[config.mk]
export PLATFORM = sky130hd
export DESIGN_NAME = osc_select_regs
export DESIGN_NICKNAME = d
export VERILOG_FILES = /design/src/hdl/osc_sel_pkg.sv /design/src/hdl/osc_select_regs.sv /design/src/hdl/sync2.sv
export SDC_FILE = /design/constraint.sdc
export NUM_CORES = 1
export LEC_CHECK = 0
export ABC_CLOCK_PERIOD_IN_PS = 3350
export BUFFER_PORTS_ARGS = -buffer_cell sky130_fd_sc_hd__buf_2
export CAP_MARGIN = 0
export CORE_MARGIN = 4
export CORE_UTILIZATION = 36
export DETAILED_ROUTE_END_ITERATION = 7
export SYNTH_ARGS = -nofsm -noshare
export SYNTH_HDL_FRONTEND = slang
export SYNTH_SLANG_ARGS = --single-unit
[constraint.sdc]
create_clock -name aclk -period 3.35 [get_ports aclk]
set_input_delay 0.335 -clock aclk [delete_from_list [all_inputs] [get_ports aclk]]
set_output_delay 0.335 -clock aclk [all_outputs]
set_load 0.02 [all_outputs]
[src/hdl/osc_sel_pkg.sv]
// Purpose: Shared constants, types and helpers for the clock selection block
// Assumes: 32-bit AXI4-Lite data, 8-bit register address space
// Notes: Register offsets are byte addresses, one aligned word each
package osc_sel_pkg;

  ////////////////////////////////////////////////////////////////////////////
  // Register byte offsets
  localparam logic [7:0] ADDR_REQUEST = 8'h00; // Requested source and divider
  localparam logic [7:0] ADDR_CURRENT = 8'h04; // Active source and divider
  localparam logic [7:0] ADDR_CONTROL = 8'h08; // Switch control and flags
  localparam logic [7:0] ADDR_STATUS = 8'h0C; // Oscillator ready status
  localparam logic [7:0] ADDR_FORCE = 8'h10; // Manual enable bits
  localparam logic [7:0] ADDR_FLAG = 8'h14; // Switch flag, write one to clear

  ////////////////////////////////////////////////////////////////////////////
  // Field positions
  localparam int SRC_LSB = 4; // Source code field, bits 6..4
  localparam int DIV_LSB = 0; // Divider code field, bits 3..0
  localparam int HOLD_BIT = 7;
  localparam int SEC_HP_BIT = 6;
  localparam int SEC_BYP_BIT = 5;
  localparam int DONE_BIT = 4;
  localparam int NEW_RDY_BIT = 3;
  localparam int ST_EXT_BIT = 7; // Status and force bits share positions
  localparam int ST_FAST_BIT = 6;
  localparam int ST_SLOW_BIT = 4;
  localparam int ST_SEC_BIT = 3;
  localparam int ST_CONV_BIT = 2;
  localparam int ST_PLL_BIT = 0;
  localparam int FLAG_BIT = 0;

  ////////////////////////////////////////////////////////////////////////////
  // Source codes and divider limit
  localparam logic [2:0] SRC_EXT = 3'h7;
  localparam logic [2:0] SRC_FAST_1M = 3'h6;
  localparam logic [2:0] SRC_RSVD_HI = 3'h5;
  localparam logic [2:0] SRC_SLOW = 3'h4;
  localparam logic [2:0] SRC_SEC = 3'h3;
  localparam logic [2:0] SRC_RSVD_LO = 3'h2;
  localparam logic [2:0] SRC_EXT_PLL = 3'h1;
  localparam logic [2:0] SRC_FAST_PLL = 3'h0;
  localparam logic [3:0] DIV_MAX_CODE = 4'h9; // Divide by 512

  ////////////////////////////////////////////////////////////////////////////
  // Reset values
  localparam logic [7:0] CONTROL_RESET = 8'h00;
  localparam logic [4:0] FORCE_RESET = 5'h00;
  localparam logic [3:0] DIV_RESET_FAST = 4'h2; // Used when reset source is 1 MHz
  localparam logic [3:0] DIV_RESET_OTHER = 4'h0;

  ////////////////////////////////////////////////////////////////////////////
  // Timing: clock gate off time around a source change
  localparam int CLK_PERIOD_NS = 10;
  localparam int GATE_OFF_NS = 20;
  localparam int GATE_OFF_CYC = (GATE_OFF_NS + CLK_PERIOD_NS - 1) / CLK_PERIOD_NS;
  localparam logic [1:0] GATE_CNT_LOAD = 2'(GATE_OFF_CYC - 1);

  // Bus responses
  localparam logic [1:0] RESP_OKAY = 2'h0;
  localparam logic [1:0] RESP_SLVERR = 2'h2;

  // Oscillator mask index: ext, fast, slow, secondary, converter
  localparam int OSC_EXT = 4;
  localparam int OSC_FAST = 3;
  localparam int OSC_SLOW = 2;
  localparam int OSC_SEC = 1;
  localparam int OSC_CONV = 0;
  typedef logic [4:0] osc_mask_t;

  // Switch sequencer states
  typedef enum logic [2:0] {SW_IDLE, SW_WAIT, SW_HOLD, SW_GATE_OFF, SW_SWAP, SW_GATE_ON}
    sw_state_e;

  // Oscillators a source code needs running
  function automatic osc_mask_t src_mask(input logic [2:0] code);
    osc_mask_t m;
    m = '0;
    case (code)
      SRC_EXT, SRC_EXT_PLL: m[OSC_EXT] = 1'b1;
      SRC_FAST_1M, SRC_FAST_PLL: m[OSC_FAST] = 1'b1;
      SRC_SLOW: m[OSC_SLOW] = 1'b1;
      SRC_SEC: m[OSC_SEC] = 1'b1;
      default: m = '0;
    endcase
    return m;
  endfunction

  // Source code goes through the PLL
  function automatic logic src_pll(input logic [2:0] code);
    return (code == SRC_EXT_PLL) || (code == SRC_FAST_PLL);
  endfunction

endpackage

[src/hdl/osc_select_regs.sv]
// Purpose: Clock source selection registers and glitch-free switch sequencer
// Assumes: Oscillator ready and request levels arrive from other domains
// Notes: Registers reached over AXI4-Lite, data in the low byte
// What this block does
// - Active source code read-only in bits 6..4
// - Active divider code read-only in bits 3..0
// - After reset active fields equal requested fields
// - Decode six source codes, two reserved
// - Divider codes select divide 1 to 512
// - External source runs configured oscillator mode
// - Hold bit suspends switch, flag raised, old clock
// - Without hold, switch when requested oscillator ready
// - High-power bit steers secondary unless bypassed
// - Bypass makes input pin a clock input
// - Switch-complete bit reads one when fields match
// - Requested-ready bit only while switching and ready
// - Status gives ready bit per oscillator
// - PLL ready needs enable, input, and lock
// - Force bits turn oscillators on
// - Forced oscillators use their configured modes
// - Unimplemented bits read as zero
// - Requested-ready sets switch interrupt flag too
// - Switch updates fields, clears requested-ready
// - Reserved requested source selects 1 MHz internal
//
// Local design decisions: the AXI4-Lite interface to the registers and the address map.
`timescale 1ns/10ps
module osc_select_regs
  import osc_sel_pkg::*;
#(
  parameter logic [2:0] RESET_SOURCE = SRC_FAST_1M
) (
  // Clock and reset
  input wire logic aclk,
  input wire logic aresetn,
  // AXI4-Lite write address and data
  input wire logic awvalid,
  output logic awready,
  input wire logic [7:0] awaddr,
  input wire logic wvalid,
  output logic wready,
  input wire logic [31:0] wdata,
  input wire logic [3:0] wstrb,
  // AXI4-Lite write response
  output logic bvalid,
  input wire logic bready,
  output logic [1:0] bresp,
  // AXI4-Lite read
  input wire logic arvalid,
  output logic arready,
  input wire logic [7:0] araddr,
  output logic rvalid,
  input wire logic rready,
  output logic [31:0] rdata,
  output logic [1:0] rresp,
  // Oscillator side inputs, asynchronous levels
  input wire logic [4:0] osc_ready_raw,
  input wire logic pll_lock_raw,
  input wire logic [4:0] module_osc_request_raw,
  // Configuration from elsewhere on this clock
  input wire logic [2:0] external_osc_mode_config,
  input wire logic [3:0] fast_osc_frequency_select,
  // Oscillator controls
  output logic [4:0] osc_enable,
  output logic pll_enable,
  output logic pll_input_external,
  output logic [2:0] external_osc_mode,
  output logic [3:0] fast_osc_frequency,
  output logic secondary_osc_high_power,
  output logic secondary_osc_bypass,
  output logic secondary_osc_output_pin_en,
  // System clock selection
  output logic [2:0] sys_clock_source,
  output logic [3:0] sys_clock_divider,
  output logic sys_clock_gate,
  output logic switch_interrupt_flag
);

  ////////////////////////////////////////////////////////////////////////////
  // State
  typedef struct packed {
    logic [2:0] req_src; // Requested source code
    logic [3:0] req_div; // Requested divider code
    logic [2:0] cur_src; // Active source code
    logic [3:0] cur_div; // Active divider code
    logic [2:0] tgt_src; // Target latched as the gate drops
    logic [3:0] tgt_div;
    logic hold; // Switch hold
    logic sec_hp; // Secondary high power
    logic sec_byp; // Secondary bypass
    logic new_rdy; // Requested oscillator ready during a switch
    logic sw_flag; // Switch interrupt flag
    logic [4:0] force_on; // Manual enables
    sw_state_e st;
    logic [1:0] cnt; // Gate phase counter
    logic gate; // System clock gate
    logic [7:0] status; // Ready status image
    logic [4:0] osc_en;
    logic pll_en;
    logic pll_ext;
    logic [2:0] ext_mode;
    logic [3:0] fast_freq;
    logic sec_hp_out;
    logic sec_byp_out;
    logic sec_drive;
    logic aw_full; // Write address held
    logic w_full; // Write data held
    logic [7:0] waddr;
    logic [7:0] wbyte;
    logic wstrb0;
    logic awready;
    logic wready;
    logic bvalid;
    logic [1:0] bresp;
    logic arready;
    logic rvalid;
    logic [31:0] rdata;
    logic [1:0] rresp;
  } state_s;

  state_s r_r;
  state_s r_nxt;

  // Synchronised oscillator inputs
  logic [4:0] ready_s;
  logic pll_lock_s;
  logic [4:0] request_s;

  // Combinational helpers
  logic in_prog;
  logic req_rdy;
  logic pll_in_ext;
  logic pll_on;
  logic pll_rdy;
  logic do_write;
  logic flag_set;
  logic flag_clr;
  logic [7:0] rd_val;
  logic rd_ok;
  logic [2:0] new_src;

  ////////////////////////////////////////////////////////////////////////////
  // Cross oscillator levels into the system clock
  sync2 #(.WIDTH(11)) u_sync (
    .aclk(aclk),
    .aresetn(aresetn),
    .d({osc_ready_raw, pll_lock_raw, module_osc_request_raw}),
    .q({ready_s, pll_lock_s, request_s})
  );

  ////////////////////////////////////////////////////////////////////////////
  // Next state
  always_comb begin
    r_nxt = r_r;
    flag_set = 1'b0;
    flag_clr = 1'b0;
    rd_val = 8'h00;
    rd_ok = 1'b1;
    new_src = SRC_FAST_1M;
    // A switch is pending while request and active differ
    in_prog = (r_r.req_src != r_r.cur_src) || (r_r.req_div != r_r.cur_div);
    // PLL input follows the active source when it uses the PLL
    pll_in_ext = src_pll(r_r.cur_src) ? (r_r.cur_src == SRC_EXT_PLL)
                                      : (r_r.req_src == SRC_EXT_PLL);
    pll_on = src_pll(r_r.cur_src) || (in_prog && src_pll(r_r.req_src));
    pll_rdy = pll_on && pll_lock_s
              && (pll_in_ext ? ready_s[OSC_EXT] : ready_s[OSC_FAST]);
    // Ready of the requested source
    case (r_r.req_src)
      SRC_EXT: req_rdy = ready_s[OSC_EXT];
      SRC_FAST_1M: req_rdy = ready_s[OSC_FAST];
      SRC_SLOW: req_rdy = ready_s[OSC_SLOW];
      SRC_SEC: req_rdy = ready_s[OSC_SEC];
      SRC_EXT_PLL, SRC_FAST_PLL: req_rdy = pll_rdy;
      default: req_rdy = 1'b0;
    endcase

    // Switch sequencer
    case (r_r.st)
      SW_IDLE: begin
        if (in_prog) begin
          r_nxt.st = SW_WAIT;
        end
      end
      SW_WAIT: begin
        if (!in_prog) begin
          r_nxt.st = SW_IDLE;
        end else if (req_rdy) begin
          r_nxt.new_rdy = 1'b1;
          flag_set = 1'b1;
          if (r_r.hold) begin
            r_nxt.st = SW_HOLD;
          end else begin
            r_nxt.st = SW_GATE_OFF;
            r_nxt.gate = 1'b0;
            r_nxt.cnt = GATE_CNT_LOAD;
            r_nxt.tgt_src = r_r.req_src;
            r_nxt.tgt_div = r_r.req_div;
          end
        end
      end
      SW_HOLD: begin
        // Old clock keeps running while held
        if (!in_prog) begin
          r_nxt.new_rdy = 1'b0;
          r_nxt.st = SW_IDLE;
        end else if (!req_rdy) begin
          r_nxt.new_rdy = 1'b0;
          r_nxt.st = SW_WAIT;
        end else if (!r_r.hold) begin
          r_nxt.st = SW_GATE_OFF;
          r_nxt.gate = 1'b0;
          r_nxt.cnt = GATE_CNT_LOAD;
          r_nxt.tgt_src = r_r.req_src;
          r_nxt.tgt_div = r_r.req_div;
        end
      end
      SW_GATE_OFF: begin
        // Let the old clock stop before the select moves
        if (r_r.cnt == 2'h0) begin
          r_nxt.st = SW_SWAP;
        end else begin
          r_nxt.cnt = r_r.cnt - 2'h1;
        end
      end
      SW_SWAP: begin
        r_nxt.cur_src = r_r.tgt_src;
        r_nxt.cur_div = r_r.tgt_div;
        r_nxt.new_rdy = 1'b0;
        r_nxt.cnt = GATE_CNT_LOAD;
        r_nxt.st = SW_GATE_ON;
      end
      SW_GATE_ON: begin
        // Settle the new select before the gate opens
        if (r_r.cnt == 2'h0) begin
          r_nxt.gate = 1'b1;
          r_nxt.st = SW_IDLE;
        end else begin
          r_nxt.cnt = r_r.cnt - 2'h1;
        end
      end
      default: begin
        r_nxt.st = SW_IDLE;
        r_nxt.gate = 1'b1;
      end
    endcase

    // Capture write address and data independently
    if (awvalid && r_r.awready) begin
      r_nxt.aw_full = 1'b1;
      r_nxt.waddr = awaddr;
    end
    if (wvalid && r_r.wready) begin
      r_nxt.w_full = 1'b1;
      r_nxt.wbyte = wdata[7:0];
      r_nxt.wstrb0 = wstrb[0];
    end
    if (r_r.bvalid && bready) begin
      r_nxt.bvalid = 1'b0;
    end

    // Register write once both halves are held
    do_write = r_r.aw_full && r_r.w_full && !r_r.bvalid;
    if (do_write) begin
      r_nxt.aw_full = 1'b0;
      r_nxt.w_full = 1'b0;
      r_nxt.bvalid = 1'b1;
      r_nxt.bresp = RESP_OKAY;
      // Reserved requested source falls back to 1 MHz internal
      new_src = r_r.wbyte[SRC_LSB +: 3];
      if (new_src == SRC_RSVD_HI || new_src == SRC_RSVD_LO) begin
        new_src = SRC_FAST_1M;
      end
      case (r_r.waddr)
        ADDR_REQUEST: begin
          if (r_r.wstrb0) begin
            r_nxt.req_src = new_src;
            r_nxt.req_div = r_r.wbyte[DIV_LSB +: 4];
          end
        end
        ADDR_CURRENT, ADDR_STATUS: begin
          // Read-only, write accepted and dropped
          r_nxt.bresp = RESP_OKAY;
        end
        ADDR_CONTROL: begin
          if (r_r.wstrb0) begin
            r_nxt.hold = r_r.wbyte[HOLD_BIT];
            r_nxt.sec_hp = r_r.wbyte[SEC_HP_BIT];
            r_nxt.sec_byp = r_r.wbyte[SEC_BYP_BIT];
          end
        end
        ADDR_FORCE: begin
          if (r_r.wstrb0) begin
            r_nxt.force_on = {r_r.wbyte[ST_EXT_BIT], r_r.wbyte[ST_FAST_BIT],
                              r_r.wbyte[ST_SLOW_BIT], r_r.wbyte[ST_SEC_BIT],
                              r_r.wbyte[ST_CONV_BIT]};
          end
        end
        ADDR_FLAG: begin
          flag_clr = r_r.wstrb0 && r_r.wbyte[FLAG_BIT];
        end
        default: begin
          r_nxt.bresp = RESP_SLVERR;
        end
      endcase
    end
    // Requested-ready drops at once when a rewrite abandons the switch
    if ((r_nxt.req_src == r_nxt.cur_src) && (r_nxt.req_div == r_nxt.cur_div)) begin
      r_nxt.new_rdy = 1'b0;
    end
    r_nxt.awready = !r_nxt.aw_full && !r_nxt.bvalid;
    r_nxt.wready = !r_nxt.w_full && !r_nxt.bvalid;

    // Set wins over a clear in the same cycle
    r_nxt.sw_flag = (r_r.sw_flag && !flag_clr) || flag_set;

    // Read mux, unimplemented bits are zero
    case (araddr)
      ADDR_REQUEST: rd_val = {1'b0, r_r.req_src, r_r.req_div};
      ADDR_CURRENT: rd_val = {1'b0, r_r.cur_src, r_r.cur_div};
      ADDR_CONTROL: rd_val = {r_r.hold, r_r.sec_hp, r_r.sec_byp, !in_prog,
                              r_r.new_rdy, 3'h0};
      ADDR_STATUS: rd_val = r_r.status;
      ADDR_FORCE: rd_val = {r_r.force_on[OSC_EXT], r_r.force_on[OSC_FAST], 1'b0,
                            r_r.force_on[OSC_SLOW], r_r.force_on[OSC_SEC],
                            r_r.force_on[OSC_CONV], 2'h0};
      ADDR_FLAG: rd_val = {7'h00, r_r.sw_flag};
      default: rd_ok = 1'b0;
    endcase
    if (r_r.rvalid && rready) begin
      r_nxt.rvalid = 1'b0;
    end
    if (arvalid && r_r.arready) begin
      r_nxt.rvalid = 1'b1;
      r_nxt.rdata = 32'(rd_val);
      r_nxt.rresp = rd_ok ? RESP_OKAY : RESP_SLVERR;
    end
    r_nxt.arready = !r_nxt.rvalid;

    // Ready status image
    r_nxt.status = '0;
    r_nxt.status[ST_EXT_BIT] = ready_s[OSC_EXT];
    r_nxt.status[ST_FAST_BIT] = ready_s[OSC_FAST];
    r_nxt.status[ST_SLOW_BIT] = ready_s[OSC_SLOW];
    r_nxt.status[ST_SEC_BIT] = ready_s[OSC_SEC];
    r_nxt.status[ST_CONV_BIT] = ready_s[OSC_CONV];
    r_nxt.status[ST_PLL_BIT] = pll_rdy;

    // Oscillator enables: forced, requested by modules, or needed by a source
    r_nxt.osc_en = r_r.force_on | request_s | src_mask(r_r.cur_src)
                   | (in_prog ? src_mask(r_r.req_src) : 5'h00);
    r_nxt.pll_en = pll_on;
    r_nxt.pll_ext = pll_in_ext;
    r_nxt.ext_mode = external_osc_mode_config;
    r_nxt.fast_freq = fast_osc_frequency_select;
    r_nxt.sec_hp_out = r_r.sec_hp && !r_r.sec_byp;
    r_nxt.sec_byp_out = r_r.sec_byp;
    r_nxt.sec_drive = !r_r.sec_byp;
  end

  ////////////////////////////////////////////////////////////////////////////
  // State register
  always_ff @(posedge aclk) begin
    if (!aresetn) begin
      r_r <= '0;
      r_r.req_src <= RESET_SOURCE;
      r_r.req_div <= (RESET_SOURCE == SRC_FAST_1M) ? DIV_RESET_FAST : DIV_RESET_OTHER;
      r_r.cur_src <= RESET_SOURCE;
      r_r.cur_div <= (RESET_SOURCE == SRC_FAST_1M) ? DIV_RESET_FAST : DIV_RESET_OTHER;
      r_r.hold <= CONTROL_RESET[HOLD_BIT];
      r_r.sec_hp <= CONTROL_RESET[SEC_HP_BIT];
      r_r.sec_byp <= CONTROL_RESET[SEC_BYP_BIT];
      r_r.force_on <= FORCE_RESET;
      r_r.st <= SW_IDLE;
      r_r.gate <= 1'b1;
      r_r.sec_drive <= 1'b1;
      r_r.awready <= 1'b1;
      r_r.wready <= 1'b1;
      r_r.arready <= 1'b1;
    end else begin
      r_r <= r_nxt;
    end
  end

  ////////////////////////////////////////////////////////////////////////////
  // Outputs straight from the state register
  assign awready = r_r.awready;
  assign wready = r_r.wready;
  assign bvalid = r_r.bvalid;
  assign bresp = r_r.bresp;
  assign arready = r_r.arready;
  assign rvalid = r_r.rvalid;
  assign rdata = r_r.rdata;
  assign rresp = r_r.rresp;
  assign osc_enable = r_r.osc_en;
  assign pll_enable = r_r.pll_en;
  assign pll_input_external = r_r.pll_ext;
  assign external_osc_mode = r_r.ext_mode;
  assign fast_osc_frequency = r_r.fast_freq;
  assign secondary_osc_high_power = r_r.sec_hp_out;
  assign secondary_osc_bypass = r_r.sec_byp_out;
  assign secondary_osc_output_pin_en = r_r.sec_drive;
  assign sys_clock_source = r_r.cur_src;
  assign sys_clock_divider = r_r.cur_div;
  assign sys_clock_gate = r_r.gate;
  assign switch_interrupt_flag = r_r.sw_flag;

  ////////////////////////////////////////////////////////////////////////////
  // Assertions
  localparam int SW_BOUND = 8; // Gate drop to swap, upper bound
endmodule

[src/hdl/sync2.sv]
// Purpose: Two flip-flop synchroniser for a vector of independent levels
// Assumes: Each bit is a slow level, not a bus word
// Notes: First stage feeds only the second stage
`timescale 1ns/10ps
module sync2 #(
  parameter int WIDTH = 1
) (
  // Clock and reset
  input wire logic aclk,
  input wire logic aresetn,
  // Data
  input wire logic [WIDTH-1:0] d,
  output logic [WIDTH-1:0] q
);

  logic [WIDTH-1:0] meta_r; // First stage, read only by q

  // Two stage capture
  always_ff @(posedge aclk) begin
    if (!aresetn) begin
      meta_r <= '0;
      q <= '0;
    end else begin
      meta_r <= d;
      q <= meta_r;
    end
  end

endmodule

==> summary.md, run 1 <==
| Metric | Value |
|---|---|
| # IOs | approximately 140 |
| DRT antenna net count | 0 |
| Least-Margin Pin Slew | slightly above 800 ps |
| Post-layout nets | ~690 |
| Initial Utilization | 37.4% |
| P per Cell Area | about 580 nW/um^2 |
| Critical R2R Capture | r_r[97] |
| Switching share of total power | around a fifth |
| Pleak | roughly 2.5 nW |
| Wirelength per Cell | 14.1 um |
| Via density | 4.74 |
| Final period util | 71.8% |
| Peak supply drop | 0.370 mV |
| CP startpoint | r_r[50] |
| Outcome | completed |
| Router iterations before antenna repair | 4 |
| Kind of critical path | flop to flop |
| Netlist area before placement | 5280 um^2 |
| Worst path bufs/invs | 1 |
| GRT overflow | 0 |
| Critical Path Max Stage Delay | 550 ps |
| Reg2reg path depth | 7 |
| Final Hold Viols | 0 |
| Die ar. | approximately 17,000 um^2 |
| Largest net degree at the start of global routing | 51 |
| Routability cong. | a little under 0.9 |
| Finish-stage setup viols | 0 |
| Worst Hold End | fast_osc_frequency[0] |
| Main combinational cell family by area after synthesis | simple AND/OR/NAND/NOR gates |
| Simple-gate share of the synthesized area | roughly a fifth |
| Initial antenna violation count | 0 |
| Critical path arrival | about 2700 ps |
| Net Sw Power | 0.759 mW |
| # Post-CTS Setup Buffers | 0 |
| Rows | 43 |
| First-pass GRT wire length | between 15,000 and 20,000 um |
| Total GRT Usage | between 10 and 15% |
| Initial DRC count | roughly 150 |
| WL final | ~11,000 um |
| CTS Sinks | approximately 120 |
| Buffers added on ports | 90 |
| Int Power | 2.81 mW |
| Sequential power share | 40.7% |
| Max Clock Skew | slightly above 7 ps |
| Critical path required time | around 3700 ps |
| Yosys reg bits | around 120 |
| Layout area overhead | 16.2% |
| Max Slew Vio Count | 0 |
| Mux contribution to synthesized area | roughly 8% |
| RSZ-0062 raised after global routing | false |
| DP HPWL | between 8000 and 9000 um |
| CP Max Fanout | 11 |
| CTS tree | built |
| Top delay family on crit path | simple AND/OR/NAND/NOR gates |
| CTS Buf Count | 17 |
| Root Buffer Master | clkbuf_16 |
| Setup TNS | 0 ps |
| Post-synthesis sequential area ratio | 44.0% |
| Clock buffer depth | 2 |
| Clock Pin Slew Worst Setup and Hold Paths | 50 ps |
| EDFF count, synth | 0 |
| Slew headroom | 45.4% |
| DIE WIDTH | 129 um |
| H-tree Lvls | 4 |
| Yosys warns | 0 |
| Clock Latency Late Sink | approximately 410 ps |
| Synth Area in XOR/XNOR | between 3 and 4% |
| Hold Startpoint | fast_osc_frequency_select[0] |
| Via count | between 3,000 and 4,000 |
| Type of the most critical hold path | primary input to flop |
| DRC viols | 0 |
| Combinational power share | about 6.0% |
| RR Startpoint | r_r[50] |
| Post-Synth Adder-Cell Area | less than 1% |
| Worst hold path cell count | 2 |
| Ys async rst share | 0% |
| CP Capture Type | flop |
| Post-synth cell types | 56 |
| Max Freq | 416 MHz |
| Vias in the first global route | ~3,700 |
| Layout cells sized above 1 | 21.8% |
| ANT cells | 0 |
| Max Cap Viol | 0 |
| Complex-gate fraction of the synthesized area | 11.2% |
| Cell-by-cell trace of the critical path | or4b_4, nor4_4, buf_4, mux2i_1, xnor2_1, o21ai_0, o311a_1 |
| Clock share of power | a little over half |
| Core Util, Final | a little over two fifths |
| Core box area | 14,100 um^2 |
| Post-synth top flop | dfxtp_1 |
| FF-to-FF setup slack | about 950 ps |
| Die height | roughly 130 um |
| Cts repair resizes | 0 |
| Final hold slack | about 130 ps |
| Critical Path Start Type | flop |
| Tmin final | around 2400 ps |
| Slowest CP cell | or4b_4 |
| Post-CTS Hold Fix Bufs | 0 |
| Synthesized instance count | 563 |
| Mean Syn Cell Area | around 9.4 um^2 |
[Yosys cell counts, drive strengths merged (2+ instances only)]
cell	number	share of area (%)
nand4	3	0.36
xnor2	13	2.2
xor2	6	1.0
inv	14	1.0
nor3	8	0.85
o211a	3	0.57
buf	66	9.2
nor2b	32	3.8
o32ai	2	0.33
a21oi	6	0.57
o21a	2	0.28
and2	41	4.9
nor3b	7	1.0
a211oi	3	0.43
o31ai	4	0.57
dfxtp	116	44
or3	3	0.38
nand3	8	0.76
o41a	3	0.64
a22oi	8	1.1
mux2i	36	6.8
o22ai	3	0.36
nand2	61	4.3
a221o	2	0.38
o21ai	18	1.7
nor4	4	1.0
nand2b	3	0.36
a21boi	22	3.1
and3	3	0.38
a31oi	2	0.24
clkbuf	21	2.1
nor2	23	1.7
mux2	3	0.64
[state kept, by name, summed over array words and instances (netlist names), 3 cells and up]
name,count
r_r,52
u_sync.meta_r,11
u_sync.q,11
rdata,8
osc_enable,5
fast_osc_frequency,4
sys_clock_divider,4
external_osc_mode,3
sys_clock_source,3
[metal layers]
metal | up-vias | part of all wire [%] | global-route usage [%]
met5 | - | 0 | 0
met4 | 0 | 2.2 | 5.99
met3 | 21 | 6.0 | 4.99
met2 | 96 | 46 | 21.5
met1 | 1794 | 46 | 17.6
li1 | 1920 | - | -
[stage by stage]
| step | instance area (um^2) | setup slack, ps | power [mW] | instances |
|---|---|---|---|---|
| global route | 6130 | 811 | 3.70 | 808 |
| detailed placement | 5500 | 938 | 1.70 | 776 |
| CTS | 6130 | 923 | 3.62 | 808 |
| floorplan | 5370 | 1190 | 1.66 | 588 |
| finish | 6130 | 946 | 3.57 | 808 |
| global placement | 5500 | 972 | 1.70 | 776 |
[how the worst max path moves through the flow]
stage	slack [ps]	endpoint	depth (start not counted)
3_3_place_gp	970	r_r[97]	7
4_1_cts	920	r_r[97]	7
3_5_place_dp	940	r_r[97]	7
2_1_floorplan	1190	r_r[97]	7
5_1_grt	810	r_r[97]	7
6_report	950	r_r[97]	7
[kinds of logic after synthesis]
| group | Yosys count |
|---|---|
| simple gates | 204 |
| xor+xnor | 19 |
| mux | 40 |
| fa+ha+maj | 1 |
| buf+inv | 101 |
| flops | 116 |
| compound gates | 81 |
| other cells | 1 |
[layout make-up]
cell class                      instances  area (um^2)
Timing Repair Buffer                   95          500
Tap cell                              180          225
Fill cell                            1387         7970
Sequential cell                       116         2320
Clock buffer                           23          478
Inverter                               14         52.6
Multi-Input combinational cell        371         2400
Clock inverter                          9          150
[power groups by stage]
stage,logic (mW),registers [mW],clock network (mW)
2_1_floorplan,0.182,1.48,0
3_3_place_gp,0.214,1.48,0
3_5_place_dp,0.217,1.48,0
4_1_cts,0.218,1.45,1.94
5_1_grt,0.239,1.46,2.00
6_report,0.215,1.45,1.90
[cell usage in the layout, fill, tap and decap left out, types with 3 or more instances in the layout]
cell,n
nand3_1,8
a21boi_0,22
a211oi_1,3
a21oi_1,6
xor2_1,6
dfxtp_1,116
buf_4,4
nor2b_1,32
inv_1,14
nand2_1,61
nand2b_1,3
nor2_1,22
mux2_2,3
o41a_1,3
nor3b_1,7
clkinv_2,3
and2_1,41
o211a_1,3
o22ai_1,3
o21ai_0,18
o31ai_1,4
nand4_1,3
clkbuf_16,17
a22oi_1,8
bufinv_16,4
xnor2_1,13
clkbuf_1,3
conb_1,26
clkbuf_8,3
mux2i_1,36
nor3_1,7
buf_2,90
No activity file was read; power rests on OpenSTA's default activity.
==> inputs of run 2 (changes only) <==
--- a/config.mk
+++ b/config.mk
@@ -5,7 +5,7 @@
 export SDC_FILE = /design/constraint.sdc
 export NUM_CORES = 1
 export LEC_CHECK = 0
-export ABC_CLOCK_PERIOD_IN_PS = 3350
+export ABC_CLOCK_PERIOD_IN_PS = 2300
 export BUFFER_PORTS_ARGS = -buffer_cell sky130_fd_sc_hd__buf_2
 export CAP_MARGIN = 0
 export CORE_MARGIN = 4
==> constraint.sdc (replaced) <==
create_clock -name aclk -period 2.3 [get_ports aclk]
set_input_delay 0.23 -clock aclk [delete_from_list [all_inputs] [get_ports aclk]]
set_output_delay 0.23 -clock aclk [all_outputs]
set_load 0.02 [all_outputs]
==> summary.md, run 2 (synthesized netlist as in run 1, its figures left out) <==
| Metric | Value |
|---|---|
| Router iterations before antenna repair | 4 (unchanged) |
| # fillers | 1,356 (-2.2%) |
| Setup slack after layout | 2.13 ps (-944 ps) |
| ANT cells | 0 (unchanged) |
| CTS Buf Count | 17 (unchanged) |
| Die height | 129 um (unchanged) |
| Outcome | completed |
| Routability cong. | 0.870 (-0.21%) |
| Type of the most critical hold path | primary input to flop |
| Kind of critical path | flop to flop |
| Total GRT Usage | 14.5% (+0.54 points) |
| CTS Sinks | 116 (unchanged) |
| Largest net degree at the start of global routing | 59 (+16%) |
| DRT antenna net count | 0 (unchanged) |
| Hold Startpoint | fast_osc_frequency_select[0] |
| Met2 wire length | 5460 um (+3.5%) |
| RSZ-0062 raised after global routing | true |
| Layout area overhead | 21.4% |
| Post-layout nets | 724 (+4.5%) |
| Post-CTS Hold Fix Bufs | 0 (unchanged) |
| CP startpoint | r_r[55] |
| Top delay family on crit path | simple AND/OR/NAND/NOR gates |
| First-pass GRT wire length | 19,000 um (+5.4%) |
| Die ar. | 16,700 um^2 (unchanged) |
| DRC viols | 0 (unchanged) |
| Layout cells sized above 1 | 26.9% (+5.1 points) |
| GRT overflow | 0 (unchanged) |
| Tmin final | 2300 ps (-106 ps) |
| CP Max Fanout | 5 (-6) |
| Met3 wire length | 625 um (-8.9%) |
| Clock Pin Slew Worst Setup and Hold Paths | 50 ps (about the same) |
| Non-filler instance count after layout | 838 (+3.7%) |
| Max FFs per register | 52 (unchanged) |
| RR Startpoint | r_r[55] |
| Tot Pwr | 4.96 mW (+39%) |
| DP Cell Count | 805 (+3.7%) |
| Slowest CP cell | or4_4 |
| Final period util | 99.9% (+28 points) |
| Wirelength per Cell | 14.0 um (-0.51%) |
| Critical path required time | 2590 ps (-1060 ps) |
| DIE WIDTH | 129 um (unchanged) |
| Worst path bufs/invs | 1 (unchanged) |
| Final Hold Viols | 0 (unchanged) |
| Largest register by flop count | r_r |
| Initial antenna violation count | 0 (unchanged) |
| Peak supply drop | 0.529 mV (+43%) |
| Critical Path Start Type | flop |
| Clock buffer depth | 2 (unchanged) |
| Via density | 4.73 (-0.16%) |
| Commonest non-fill, non-tap cell in the layout | dfxtp_1 |
| Vias in the first global route | 3,829 (+4.3%) |
| Pleak | 2.69 nW (+6.6%) |
| Core box area | 14,100 um^2 (unchanged) |
| Via count | 3,967 (+3.5%) |
| WL final | 11,800 um (+3.2%) |
| Critical path arrival | 2590 ps (-110 ps) |
| Uppermost layer routed | met4 |
| Met1 WL | 5400 um (+4.1%) |
| DP Worst Slack | -87.8 ps (-1030 ps) |
| Max Cap Viol | 0 (unchanged) |
| Seq. cell area | 2320 um^2 (about the same) |
| P per Cell Area | 775 nW/um^2 (+33%) |
| Buffers added on ports | 90 (unchanged) |
| CP Capture Type | flop |
| Clock Latency Late Sink | 410 ps (about the same) |
| Finish-stage setup viols | 0 (unchanged) |
| Max Clock Skew | 7.08 ps (-0.155 ps) |
| Slew headroom | 42.0% (-3.4 points) |
| Least-Margin Pin Slew | 864 ps (+45.6 ps) |
| Multi-input logic area | 2460 um^2 (+2.5%) |
| Cell-by-cell trace of the critical path | or4_4, nor4_4, buf_6, mux2i_4, xnor2_2, o21ai_1, o311a_1 |
| Commonest cells after routing, fill and taps aside | dfxtp_1, buf_2, nand2_1 |
| H-tree Lvls | 4 (unchanged) |
| Root Buffer Master | clkbuf_16 |
| CTS tree | built |
| Initial Utilization | 37.4% (unchanged) |
| Top flop regs | r_r x52, u_sync.meta_r x11, u_sync.q x11 |
| Max Freq | 435 MHz (+4.6%) |
| Max Slew Vio Count | 0 (unchanged) |
| Rows | 43 (unchanged) |
| Critical Path Max Stage Delay | 560 ps (about the same) |
| DP HPWL | 8730 um (+4.2%) |
| Initial DRC count | 200 (+35%) |
| # IOs | 144 (unchanged) |
[run 2: changes by cell type in the layout (fill, tap and decap cells not counted), moves of 3 or more]
cell       change
mux2i_4        +3
bufinv_16      -3
clkbuf_8       +3
mux2i_1        -4
clkbuf_1       -3
buf_4         +28
[run 2: stage by stage]
stage          hold WS [ps]  utilization (%)  TNS (ps)  cell area, um^2
4_1_cts                8.14             44.9         0             6320
6_report               25.9             45.4         0             6400
3_5_place_dp            421             40.6      -623             5720
2_1_floorplan           357                -         0             5370
3_3_place_gp            418             40.6      -259             5720
5_1_grt                13.7             45.4     -79.3             6400
[run 2: layout make-up]
| cell class | instances | area share [%] |
|---|---|---|
| clock buffer | 23 | 7.93 |
| clock inverter | 8 | 1.15 |
| inverter | 14 | 0.821 |
| multi-input combinational | 371 | 38.4 |
| sequential | 116 | 36.3 |
| tap | 180 | 3.52 |
| timing repair buffer | 126 | 11.9 |
[run 2: timing repair]
item | in CTS | in global routing
hold endpoints to repair | 0 | 0
setup buffers | 0 | 2
setup endpoints to repair | 10 | 2
resized for setup | 4 | 9
pin swaps | 0 | 5
[run 2: final timing paths]
kind	end	slack (ps)	cells past startpoint
min	fast_osc_frequency[0]	30	2
min reg2reg	u_sync.q[1]	430	1
max reg2reg	r_r[97]	2	7
max	r_r[97]	2	7
[run 2: power breakdown]
| group | internal (mW) | switching (mW) |
|---|---|---|
| combinational | 0.132 | 0.196 |
| clock | 1.64 | 0.873 |
| sequential | 2.08 | 0.0391 |
| total | 3.85 | 1.11 |
[run 2: layer usage]
metal	vias to the layer above	global-route usage (%)
met4	0	6.73
met3	22	3.83
li1	1992	-
met1	1845	18.6
met5	-	0
met2	108	22.7
==> inputs of run 3 (changes only) <==
--- a/config.mk
+++ b/config.mk
@@ -5,12 +5,13 @@
 export SDC_FILE = /design/constraint.sdc
 export NUM_CORES = 1
 export LEC_CHECK = 0
-export ABC_CLOCK_PERIOD_IN_PS = 2300
+export ABC_CLOCK_PERIOD_IN_PS = 2400
 export BUFFER_PORTS_ARGS = -buffer_cell sky130_fd_sc_hd__buf_2
 export CAP_MARGIN = 0
 export CORE_MARGIN = 4
-export CORE_UTILIZATION = 36
+export CORE_UTILIZATION = 45
 export DETAILED_ROUTE_END_ITERATION = 7
+export PLACE_DENSITY = 0.7
 export SYNTH_ARGS = -nofsm -noshare
 export SYNTH_HDL_FRONTEND = slang
 export SYNTH_SLANG_ARGS = --single-unit
==> constraint.sdc (replaced) <==
create_clock -name aclk -period 2.4 [get_ports aclk]
set_input_delay 0.48 -clock aclk [delete_from_list [all_inputs] [get_ports aclk]]
set_output_delay 0.48 -clock aclk [all_outputs]
set_load 0.02 [all_outputs]
==> summary.md, run 3 (synthesized netlist as in run 1, its figures left out) <==
| Metric | Value |
|---|---|
| P per Cell Area | 820 nW/um^2 (+5.9%) |
| Max Freq | 431 MHz (-0.88%) |
| Type of the most critical hold path | primary input to flop |
| Pleak | 2.68 nW (-0.54%) |
| Commonest non-fill, non-tap cell in the layout | dfxtp_1 |
| ANT cells | 0 (unchanged) |
| Layout cells sized above 1 | 25.5% (-1.4 points) |
| Peak supply drop | 0.436 mV (-18%) |
| GRT overflow | 0 (unchanged) |
| Finish-stage setup viols | 0 (unchanged) |
| Final period util | 96.6% (-3.3 points) |
| Kind of critical path | flop to flop |
| Max Slew Vio Count | 0 (unchanged) |
| # IOs | 144 (unchanged) |
| CP Capture Type | flop |
| Critical Path Start Type | flop |
| Vias in the first global route | 3,763 (-1.7%) |
| CTS Buf Count | 17 (unchanged) |
| DRT antenna net count | 0 (unchanged) |
| Uppermost layer routed | met4 |
| Core box area | 11,500 um^2 (-19%) |
| Fin area | 6350 um^2 (-0.88%) |
| Total GRT Usage | 16.8% (+2.4 points) |
| Max Clock Skew | 6.71 ps (-0.370 ps) |
| Outcome | completed |
| Initial antenna violation count | 0 (unchanged) |
| WL final | 11,400 um (-2.7%) |
| Die height | 116 um (-9.9%) |
| First-pass GRT wire length | 17,800 um (-6.5%) |
| Clock Latency Late Sink | 410 ps (about the same) |
| CTS tree | built |
| Clock buffer depth | 2 (unchanged) |
| # fillers | 1,007 (-26%) |
| Largest register by flop count | r_r |
| Router iterations before antenna repair | 5 (+1) |
| H-tree Lvls | 4 (unchanged) |
| Clock share of power | 55.0% (+4.3 points) |
| Tmin final | 2320 ps (+20.3 ps) |
| Critical path arrival | 2610 ps (+20 ps) |
| Post-layout nets | 715 (-1.2%) |
| Least-Margin Pin Slew | 709 ps (-155 ps) |
| Post-CTS Hold Fix Bufs | 0 (unchanged) |
| Setup TNS | 0 ps (unchanged) |
| Via density | 4.99 (+5.3%) |
| Root Buffer Master | clkbuf_16 |
| Net Sw Power | 1.09 mW (-1.6%) |
| CTS Sinks | 116 (unchanged) |
| Int Power | 4.12 mW (+6.8%) |
| Die ar. | 13,500 um^2 (-19%) |
| Sequential power share | 39.0% (-3.7 points) |
| Buffers added on ports | 90 (unchanged) |
| Switching share of total power | 20.9% (-1.4 points) |
| Rows | 39 (-9.3%) |
| Max FFs per register | 52 (unchanged) |
| Layout area overhead | 20.3% |
| CP Max Fanout | 6 (+1) |
| Final Hold Viols | 0 (unchanged) |
| DRC viols | 0 (unchanged) |
| Core Util, Final | 55.4% (+9.9 points) |
| Top flop regs | r_r x52, u_sync.meta_r x11, u_sync.q x11 |
| Placement Cell Area | 5620 um^2 (-1.8%) |
| Initial DRC count | 268 (+34%) |
| Critical path required time | 2690 ps (+100 ps) |
| DP HPWL | 8220 um (-5.9%) |
| Met1 WL | 5000 um (-7.4%) |
| Commonest cells after routing, fill and taps aside | dfxtp_1, buf_2, nand2_1 |
| Met2 wire length | 5520 um (+1.1%) |
| Max Cap Viol | 0 (unchanged) |
| DIE WIDTH | 116 um (-9.9%) |
| Clock Pin Slew Worst Setup and Hold Paths | 50 ps (about the same) |
| Largest net degree at the start of global routing | 66 (+12%) |
| Met3 wire length | 716 um (+15%) |
| Wirelength per Cell | 14.4 um (+2.8%) |
| Via count | 3,954 (-0.33%) |
| Initial Utilization | 46.0% (+8.6 points) |
| Combinational power share | 6.0% (-0.6 points) |
| Slew headroom | 52.6% (+11 points) |
| Routability cong. | 0.914 (+5.1%) |
run 3: changes by cell type in the layout (fill, tap and decap cells not counted), moves of 2 or more:
cell / delta
buf_4: -7
bufinv_16: +5
clkbuf_8: -4
clkinv_2: -2
clkinvlp_4: +2
mux2i_1: +2
mux2i_4: -2
run 3: final timing paths:
check	from	cells after the start	to	slack, ps
min reg2reg	u_sync.q[6]	1	r_r[79]	430
max reg2reg	r_r[57]	7	r_r[97]	80
min	external_osc_mode_config[2]	2	external_osc_mode[2]	280
max	r_r[57]	7	r_r[97]	80
run 3: area by class of cell:
class	instances	area, um^2	area share (%)
flip-flops and latches	116	2320	36.6
clock buffers	19	453	7.14
clock inverters	13	229	3.61
well taps	143	179	2.82
multi-input cells	371	2430	38.3
repair buffers	117	678	10.7
inverters	14	52.6	0.828
run 3: repair_timing:
action	4_1_cts	5_1_grt
pin swaps	0	2
endpoints found under the setup margin	9	1
setup buffers	0	2
gates cloned	0	0
resized for setup	1	6
run 3: power groups by stage:
| stage | logic [mW] | registers, mW | clock network (mW) |
|---|---|---|---|
| 6_report | 0.314 | 2.03 | 2.86 |
| 5_1_grt | 0.347 | 2.03 | 3.00 |
| 4_1_cts | 0.312 | 2.03 | 2.91 |
| 3_5_place_dp | 0.309 | 2.07 | 0 |
| 3_3_place_gp | 0.303 | 2.07 | 0 |
| 2_1_floorplan | 0.255 | 2.07 | 0 |
run 3: layer usage:
metal,GRT usage (%),up-vias
li1,-,1963
met1,21.1,1851
met2,27.6,118
met3,4.61,22
met4,6.65,0
met5,0,-
run 3: metrics by stage:
step	hold slack, ps	instances	setup slack (ps)	total power, mW
after global routing	267	793	-8.71	5.38
after CTS	261	791	17.1	5.25
after detailed placement	420	759	-42.8	2.38
after global placement	417	759	25.0	2.37
final	279	793	81.8	5.21
after floorplan	403	588	245	2.32
run 3: worst max-delay path, cell delays in order (launching register included):
cell,delay [ps]
dfxtp_1,320
or4_4,560
nor4_4,290
buf_12,170
mux2i_1,270
xnor2_1,180
nand2_1,80
o311a_1,330
